### src/frp_pkg.sv
// shared constants for the resume and write-protect command decoder
package frp_pkg;
    localparam logic [7:0] OP_RESUME = 8'hD0;
    localparam logic [7:0] OP_SUSPEND = 8'hB0;
    localparam logic [7:0] OP_WREN = 8'h06;
    localparam logic [7:0] OP_WRDI = 8'h04;
    localparam logic [7:0] OP_PROTECT = 8'h36;
    localparam logic [7:0] OP_UNPROTECT = 8'h39;
    localparam logic [7:0] OP_STATUS_WR = 8'h01;
    localparam int SECTOR_COUNT = 16;
    localparam int SECTOR_IDX_W = 4;
    localparam int SECTOR_ADDR_LSB = 16;
    localparam logic [SECTOR_COUNT-1:0] PROTECT_RESET = 16'hFFFF;
    localparam int LOCK_BIT_POS = 7;
    localparam int STAT_BUSY_POS = 0;
    localparam int STAT_WEL_POS = 1;
    localparam int STAT_ES_POS = 2;
    localparam int STAT_PS_POS = 3;
    localparam int CLK_MHZ = 40;
    localparam int RESUME_LATENCY_US = 20;
    localparam int RESUME_CYCLES = RESUME_LATENCY_US * CLK_MHZ;
    localparam logic [4:0] BITS_ADDR_DONE = 5'h1F;
    typedef enum logic [1:0] {
        ENG_IDLE = 2'b00,
        ENG_RESUMING = 2'b01,
        ENG_RUNNING = 2'b10
    } frp_eng_t;
endpackage : frp_pkg

### src/frp_cmd_decoder.sv
// command decoder for resume, write enable latch and sector protection
`timescale 1ns/1ps
`default_nettype none
module frp_cmd_decoder (
    input wire logic clk,
    input wire logic reset_n,
    input wire logic csN,
    input wire logic sck,
    input wire logic mosi,
    input wire logic engineBusy,
    input wire logic engineIsErase,
    input wire logic engineDone,
    input wire logic [frp_pkg::SECTOR_IDX_W-1:0] opSector,
    output logic [7:0] statusByte,
    output logic [frp_pkg::SECTOR_COUNT-1:0] sectorProtect,
    output logic programAllowed,
    output logic eraseAllowed,
    output logic suspendReq,
    output logic resumeReq,
    output logic resumeIsErase,
    output logic writeCmdAllowed
);
    import frp_pkg::*;
    ////////////////////////////////////////////////////////////////////////
    logic rstMeta_ff;
    logic rstSync_ff;
    logic rstN;
    logic csSync;
    logic sckSync;
    logic mosiSync;
    logic sckPrev_ff;
    logic csPrev_ff;
    logic [31:0] shiftData;
    logic [5:0] bitCount;
    logic selActive;
    logic sckRise;
    logic deselect;
    logic [7:0] opcode;
    logic [7:0] opcode_ff;
    logic [7:0] nxt_opcode;
    // reset release through two flops
    always_ff @(posedge clk or negedge reset_n) begin
        if (!reset_n) begin
            rstMeta_ff <= 1'b0;
            rstSync_ff <= 1'b0;
        end else begin
            rstMeta_ff <= 1'b1;
            rstSync_ff <= rstMeta_ff;
        end
    end
    // everything below runs from the released copy, never from the pin
    assign rstN = rstSync_ff;
    frp_sync uCsSync (.clk(clk), .rstN(rstN), .din(~csN), .dout(csSync));
    frp_sync uSckSync (.clk(clk), .rstN(rstN), .din(sck), .dout(sckSync));
    frp_sync uMosiSync (.clk(clk), .rstN(rstN), .din(mosi), .dout(mosiSync));
    assign selActive = csSync;
    assign sckRise = sckSync & ~sckPrev_ff;
    assign deselect = csPrev_ff & ~csSync;
    frp_shifter uShifter (
        .clk(clk),
        .rstN(rstN),
        .selActive(selActive),
        .sckRise(sckRise),
        .mosiBit(mosiSync),
        .shiftData(shiftData),
        .bitCount(bitCount)
    );
    // latch the opcode once eight bits are in
    assign opcode = opcode_ff;
    always_comb begin
        nxt_opcode = opcode_ff;
        if (!selActive) begin
            nxt_opcode = 8'h00;
        end else if (sckRise && bitCount == 6'h07) begin
            nxt_opcode = {shiftData[6:0], mosiSync};
        end
    end
    ////////////////////////////////////////////////////////////////////////
    // frame qualification
    function automatic logic byteAligned(input logic [5:0] cnt);
        byteAligned = (cnt[2:0] == 3'h0) || (cnt == 6'h3F);
    endfunction
    logic opComplete;
    logic addrComplete;
    logic [SECTOR_IDX_W-1:0] addrSector;
    logic [SECTOR_IDX_W-1:0] addrSector_ff;
    logic [SECTOR_IDX_W-1:0] nxt_addrSector;
    logic lockData_ff;
    logic nxt_lockData;
    // opcode whole, frame ends on a byte boundary
    assign opComplete = (bitCount >= 6'h08) && byteAligned(bitCount);
    assign addrComplete = (bitCount >= 6'h20) && byteAligned(bitCount);
    assign addrSector = addrSector_ff;
    always_comb begin
        nxt_addrSector = addrSector_ff;
        if (sckRise && {1'b0, bitCount[4:0]} == {1'b0, BITS_ADDR_DONE} && bitCount[5] == 1'b0) begin
            nxt_addrSector = shiftData[SECTOR_ADDR_LSB-1 +: SECTOR_IDX_W];
        end
    end
    // capture data bit 7; before the last shift it sits one place lower
    always_comb begin
        nxt_lockData = lockData_ff;
        if (sckRise && bitCount == 6'h0F) begin
            nxt_lockData = shiftData[LOCK_BIT_POS - 1];
        end
    end
    ////////////////////////////////////////////////////////////////////////
    // status and protection state
    logic wel_ff;
    logic nxt_wel;
    logic lock_ff;
    logic nxt_lock;
    logic ps_ff;
    logic nxt_ps;
    logic es_ff;
    logic nxt_es;
    logic [SECTOR_COUNT-1:0] prot_ff;
    logic [SECTOR_COUNT-1:0] nxt_prot;
    frp_eng_t eng_ff;
    frp_eng_t nxt_eng;
    logic [15:0] resCnt_ff;
    logic [15:0] nxt_resCnt;
    logic resumeErase_ff;
    logic nxt_resumeErase;
    logic nxt_suspendReq;
    logic suspendReq_ff;
    logic nxt_resumeReq;
    logic resumeReq_ff;
    always_comb begin
        nxt_wel = wel_ff;
        nxt_lock = lock_ff;
        nxt_ps = ps_ff;
        nxt_es = es_ff;
        nxt_prot = prot_ff;
        nxt_eng = eng_ff;
        nxt_resCnt = resCnt_ff;
        nxt_resumeErase = resumeErase_ff;
        nxt_suspendReq = 1'b0;
        nxt_resumeReq = 1'b0;
        // resumed work is running once the latency counter ends; busy holds until engineDone
        case (eng_ff)
            ENG_IDLE: begin
                if (engineBusy) begin
                    nxt_eng = ENG_RUNNING;
                end
            end
            ENG_RESUMING: begin
                if (resCnt_ff == 16'h0000) begin
                    nxt_eng = ENG_RUNNING;
                end else begin
                    nxt_resCnt = resCnt_ff - 16'h0001;
                end
            end
            ENG_RUNNING: begin
                if (engineDone) begin
                    nxt_eng = ENG_IDLE;
                end
            end
            default: begin
                nxt_eng = ENG_IDLE;
            end
        endcase
        if (deselect && opComplete) begin
            if (opcode == OP_RESUME) begin
                if (ps_ff) begin
                    nxt_ps = 1'b0;
                    nxt_resumeErase = 1'b0;
                    nxt_resumeReq = 1'b1;
                    nxt_eng = ENG_RESUMING;
                    nxt_resCnt = 16'(RESUME_CYCLES - 1);
                end else if (es_ff) begin
                    nxt_es = 1'b0;
                    nxt_resumeErase = 1'b1;
                    nxt_resumeReq = 1'b1;
                    nxt_eng = ENG_RESUMING;
                    nxt_resCnt = 16'(RESUME_CYCLES - 1);
                end
            end else if (opcode == OP_SUSPEND) begin
                if (eng_ff == ENG_RUNNING && engineBusy) begin
                    nxt_suspendReq = 1'b1;
                    nxt_ps = ~engineIsErase | ps_ff;
                    nxt_es = engineIsErase | es_ff;
                    nxt_eng = ENG_IDLE;
                end
            end else if (opcode == OP_WREN) begin
                nxt_wel = 1'b1;
            end else if (opcode == OP_WRDI) begin
                nxt_wel = 1'b0;
            end else if (opcode == OP_PROTECT || opcode == OP_UNPROTECT) begin
                if (wel_ff && !lock_ff && addrComplete) begin
                    nxt_prot[addrSector] = (opcode == OP_PROTECT);
                end
                nxt_wel = 1'b0;
            end else if (opcode == OP_STATUS_WR) begin
                if (wel_ff && bitCount >= 6'h10) begin
                    nxt_lock = lockData_ff;
                end
                nxt_wel = 1'b0;
            end
        end
        // misaligned protect frame: bit kept, latch still cleared
        if (deselect && !opComplete && bitCount >= 6'h08 && (opcode == OP_PROTECT || opcode == OP_UNPROTECT)) begin
            nxt_wel = 1'b0;
        end
    end
    always_ff @(posedge clk or negedge rstN) begin
        if (!rstN) begin
            wel_ff <= 1'b0;
            lock_ff <= 1'b0;
            ps_ff <= 1'b0;
            es_ff <= 1'b0;
            prot_ff <= PROTECT_RESET;
            eng_ff <= ENG_IDLE;
            resCnt_ff <= 16'h0000;
            resumeErase_ff <= 1'b0;
            suspendReq_ff <= 1'b0;
            resumeReq_ff <= 1'b0;
            addrSector_ff <= '0;
            lockData_ff <= 1'b0;
            opcode_ff <= 8'h00;
            sckPrev_ff <= 1'b0;
            csPrev_ff <= 1'b0;
        end else begin
            wel_ff <= nxt_wel;
            lock_ff <= nxt_lock;
            ps_ff <= nxt_ps;
            es_ff <= nxt_es;
            prot_ff <= nxt_prot;
            eng_ff <= nxt_eng;
            resCnt_ff <= nxt_resCnt;
            resumeErase_ff <= nxt_resumeErase;
            suspendReq_ff <= nxt_suspendReq;
            resumeReq_ff <= nxt_resumeReq;
            addrSector_ff <= nxt_addrSector;
            lockData_ff <= nxt_lockData;
            opcode_ff <= nxt_opcode;
            sckPrev_ff <= sckSync;
            csPrev_ff <= csSync;
        end
    end
    ////////////////////////////////////////////////////////////////////////
    // outputs; busy covers both the resume latency and a running operation
    always_comb begin
        statusByte = 8'h00;
        statusByte[LOCK_BIT_POS] = lock_ff;
        statusByte[STAT_PS_POS] = ps_ff;
        statusByte[STAT_ES_POS] = es_ff;
        statusByte[STAT_WEL_POS] = wel_ff;
        statusByte[STAT_BUSY_POS] = (eng_ff != ENG_IDLE);
    end
    assign sectorProtect = prot_ff;
    // protected sector blocks program and erase
    assign programAllowed = ~prot_ff[opSector] & wel_ff;
    assign eraseAllowed = ~prot_ff[opSector] & wel_ff;
    assign writeCmdAllowed = wel_ff;
    assign suspendReq = suspendReq_ff;
    assign resumeReq = resumeReq_ff;
    assign resumeIsErase = resumeErase_ff;
endmodule // frp_cmd_decoder
`default_nettype wire

### src/frp_shifter.sv
// serial byte shifter: counts bits within a select frame
`timescale 1ns/1ps
`default_nettype none
module frp_shifter (
    input wire logic clk,
    input wire logic rstN,
    input wire logic selActive,
    input wire logic sckRise,
    input wire logic mosiBit,
    output logic [31:0] shiftData,
    output logic [5:0] bitCount
);
    import frp_pkg::*;
    logic [31:0] shift_ff;
    logic [31:0] nxt_shift;
    logic [5:0] cnt_ff;
    logic [5:0] nxt_cnt;
    always_comb begin
        nxt_shift = shift_ff;
        nxt_cnt = cnt_ff;
        if (!selActive) begin
            nxt_cnt = 6'h00;
        end else if (sckRise) begin
            nxt_shift = {shift_ff[30:0], mosiBit};
            // saturate at 63 bits, well past opcode and address, extra bytes ignored
            if (cnt_ff != 6'h3F) begin
                nxt_cnt = cnt_ff + 6'h01;
            end
        end
    end
    always_ff @(posedge clk or negedge rstN) begin
        if (!rstN) begin
            shift_ff <= 32'h0000_0000;
            cnt_ff <= 6'h00;
        end else begin
            shift_ff <= nxt_shift;
            cnt_ff <= nxt_cnt;
        end
    end
    assign shiftData = shift_ff;
    assign bitCount = cnt_ff;
endmodule // frp_shifter
`default_nettype wire

### src/frp_sync.sv
// two-flop synchroniser for the serial pins
`timescale 1ns/1ps
`default_nettype none
module frp_sync (
    input wire logic clk,
    input wire logic rstN,
    input wire logic din,
    output logic dout
);
    logic meta_ff;
    logic sync_ff;
    always_ff @(posedge clk or negedge rstN) begin
        if (!rstN) begin
            meta_ff <= 1'b0;
            sync_ff <= 1'b0;
        end else begin
            meta_ff <= din;
            sync_ff <= meta_ff;
        end
    end
    assign dout = sync_ff;
endmodule // frp_sync
`default_nettype wire
### config.mk
export PLATFORM = sky130hd
export DESIGN_NAME = frp_cmd_decoder
export DESIGN_NICKNAME = d
export VERILOG_FILES = /design/src/frp_pkg.sv /design/src/frp_cmd_decoder.sv /design/src/frp_shifter.sv /design/src/frp_sync.sv
export SDC_FILE = /design/constraint.sdc
export NUM_CORES = 1
export LEC_CHECK = 0
export BUFFER_PORTS_ARGS = -buffer_cell sky130_fd_sc_hd__buf_2
export CAP_MARGIN = 20
export CORE_ASPECT_RATIO = 0.75
export CORE_MARGIN = 2
export CORE_UTILIZATION = 35
export DETAILED_ROUTE_END_ITERATION = 12
export GPL_TIMING_DRIVEN = 0
export HOLD_SLACK_MARGIN = 0.12
export PLACE_DENSITY = 0.6
export SYNTH_ARGS = -nofsm -noshare
export SYNTH_HDL_FRONTEND = slang
export SYNTH_HIERARCHICAL = 1
export SYNTH_SLANG_ARGS = --single-unit
### constraint.sdc
create_clock -name clk -period 3.1 [get_ports clk]
set_clock_uncertainty 0.15 [all_clocks]
set_input_delay 0.465 -clock clk [delete_from_list [all_inputs] [get_ports clk]]
set_output_delay 0.465 -clock clk [all_outputs]
set_load 0.02 [all_outputs]
==> results.cfg <==
[die]
dieWidth_um = 133
ios = 42
dieArea_mm2 = 0.0134
rows = 35
die_h_um = 101
coreArea_mm2 = 0.0122
start_util = 0.356

[layout]
antenna_cells = 0
syn2layout_area_growth_pct = 17.9
finalInstanceArea_mm2 = 0.00513
final_cell_count_no_fill = 609
layout-drive-gt1-share = 0.296
nets = 453
final_util = 0.420

[clock_tree]
cts_tree = yes
worstSkewPairLatency_ns = 0.35
path_clk_slew_ns = 0.07
cts_max_level = 3
post_cts_buffers = 0
clockRootBuffer = clkbuf_16
cts_buffers = 9
cts_sinks = 89
clock_path_buffers = 2

[global_route]
grt_use_met3 = 0.0518
antenna_found_initial = 0
track_usage = 0.139
grt_busiest_layer = met1
grt.overflow.total = 0
first_global_vias = 2912
grt_max_degree = 61
grt_first_pass_wirelength_mm = 14.8
grt_util_met2 = 0.198
use_met1 = 0.202

[sta]
period_share = 0.881
rsz0062_at_grt = no
fmax_ghz = 0.366
period_needed_ns = 2.73
fin_setup_tns_ns = 0
tightest_slew_ns = 1.01
slew_viol_final = 0
setup_viol = 0
max-slew-margin-rel = 0.319
hold_viol = 0

[worst_setup_path]
cpMostUsedCell = nor3_1
crit_path_end_kind = flop
cp.arrival_ns = 2.78
cp_max_fo = 10
cpMaxStageDelayCell = nor3_1
worstPathRequired_ns = 3.15
path_class = flop to flop
cpPeakStageDelay_ns = 0.49
path_cells = and3_1, a41oi_1, nor3_1, o211ai_1, inv_1, buf_2, nor3_1
start_kind = flop

[placed_design]
place_congestion = 0.824
port-buffer-count = 38
placed_cell_area_mm2 = 0.00479
dp_cells = 588
dp_hpwl_mm = 6.33

[yosys]
synth_area_mm2 = 0.00435
netlist_instances = 381
synth_warnings = 6
syn_avg_cell_area_um2 = 11.4

[routing]
drt_iter0_drc = 219
vias = 3125
vias_per_cell = 5.13
wl_mm = 8.76
first_pass_iters = 4
route.detailed.drc = 0
post_drt_wl_per_cell_um = 14.4
ant_nets = 0

[run]
maxCapViolCount = 0

[power_and_ir_drop]
power_density_mw_per_mm2 = 489
p_leak_nw = 2.33
ir_worst_vdd_uv = 284

[hold_path]
min_path_type = flop to async pin

[outcome]
outcome = finished clean
==> layout by cell type, fill, tap and decap left out, drive strengths merged, types with 6 or more instances in the layout <==
cell	n
or4	6
nor4	9
nor2b	10
dfrtp	73
nand4	18
nor3	11
buf	58
xnor2	8
nor2	21
dfstp	16
nand3	9
clkbuf	13
mux2	42
nand2	38
a21oi	18
==> power breakdown <==
| part | internal (mW) | total (mW) | switching [mW] | leakage [nW] |
|---|---|---|---|---|
| clock network | 0.621 | 1.08 | 0.463 | 0.127 |
| logic | 0.0792 | 0.146 | 0.0671 | 1.06 |
| registers | 1.22 | 1.28 | 0.0530 | 1.14 |
==> registers in the layout, indices dropped and copies added, names as in the netlist, 2 cells and up <==
register and count:
resCnt_ff 16, opcode 8, addrSector 4, uShifter/bitCount 6, eng_ff 2, uShifter/shiftData 19
sectorProtect 16
==> what timing repair did <==
| item | 4_1_cts | 5_1_grt |
|---|---|---|
| hold buffers | 4 | 0 |
| resized for setup | 0 | 0 |
| endpoints found under the setup margin | 0 | 0 |
| hold endpoints to repair | 5 | 0 |
==> metal layers <==
layer  share of wire  wire, µm  vias up
met4          0.0084        74        0
met2            0.41      3570       86
met5               0         0        -
li1                -         -     1511
met3           0.055       478        8
met1            0.53      4640     1520
==> per-stage QoR <==
step / power, mW / setup slack [ns] / hold slack (ns)
after floorplan: 1.39 / 0.315 / 0.0194
after global placement: 1.43 / -0.795 / 0.100
after detailed placement: 1.45 / 0.374 / 0.103
after CTS: 2.54 / 0.359 / 0.140
after global routing: 2.62 / 0.110 / 0.146
final: 2.51 / 0.370 / 0.105
==> worst max-delay path, delay by kind of cell, from the launching register on <==
| family | cells | cell delay (ns) |
|---|---|---|
| buffers and inverters | 2 | 0.44 |
| DFF | 1 | 0.47 |
| AOI/OAI and AO/OA | 2 | 0.70 |
| and+or+nand+nor | 3 | 0.81 |
==> path summary, 6_finish.rpt <==
path,startpoint,to,slack (ns),cells after the start
setup / recovery,uShifter/bitCount[2],eng_ff[1],0.37,7
hold / removal,rstN,resCnt_ff[1],0.10,0
setup reg to reg,uShifter/bitCount[2],eng_ff[1],0.37,7
hold reg to reg,rstN,resCnt_ff[1],0.10,0
max in group asynchronous,rstN,sectorProtect[3],2.02,1
min in group clk,uSckSync/meta_ff,uSckSync/dout,0.20,0
==> area by class of cell <==
cell class              instances  area (µm²)
flip-flops and latches         89        2250
clock buffers                   9         225
fillers                      1165        7090
clock inverters                 7        71.3
repair buffers                 44         263
inverters                       6        22.5
plain buffers                  22         159
multi-input cells             266        1930
well taps                     166         208
Power figures use the tool's default switching activity.
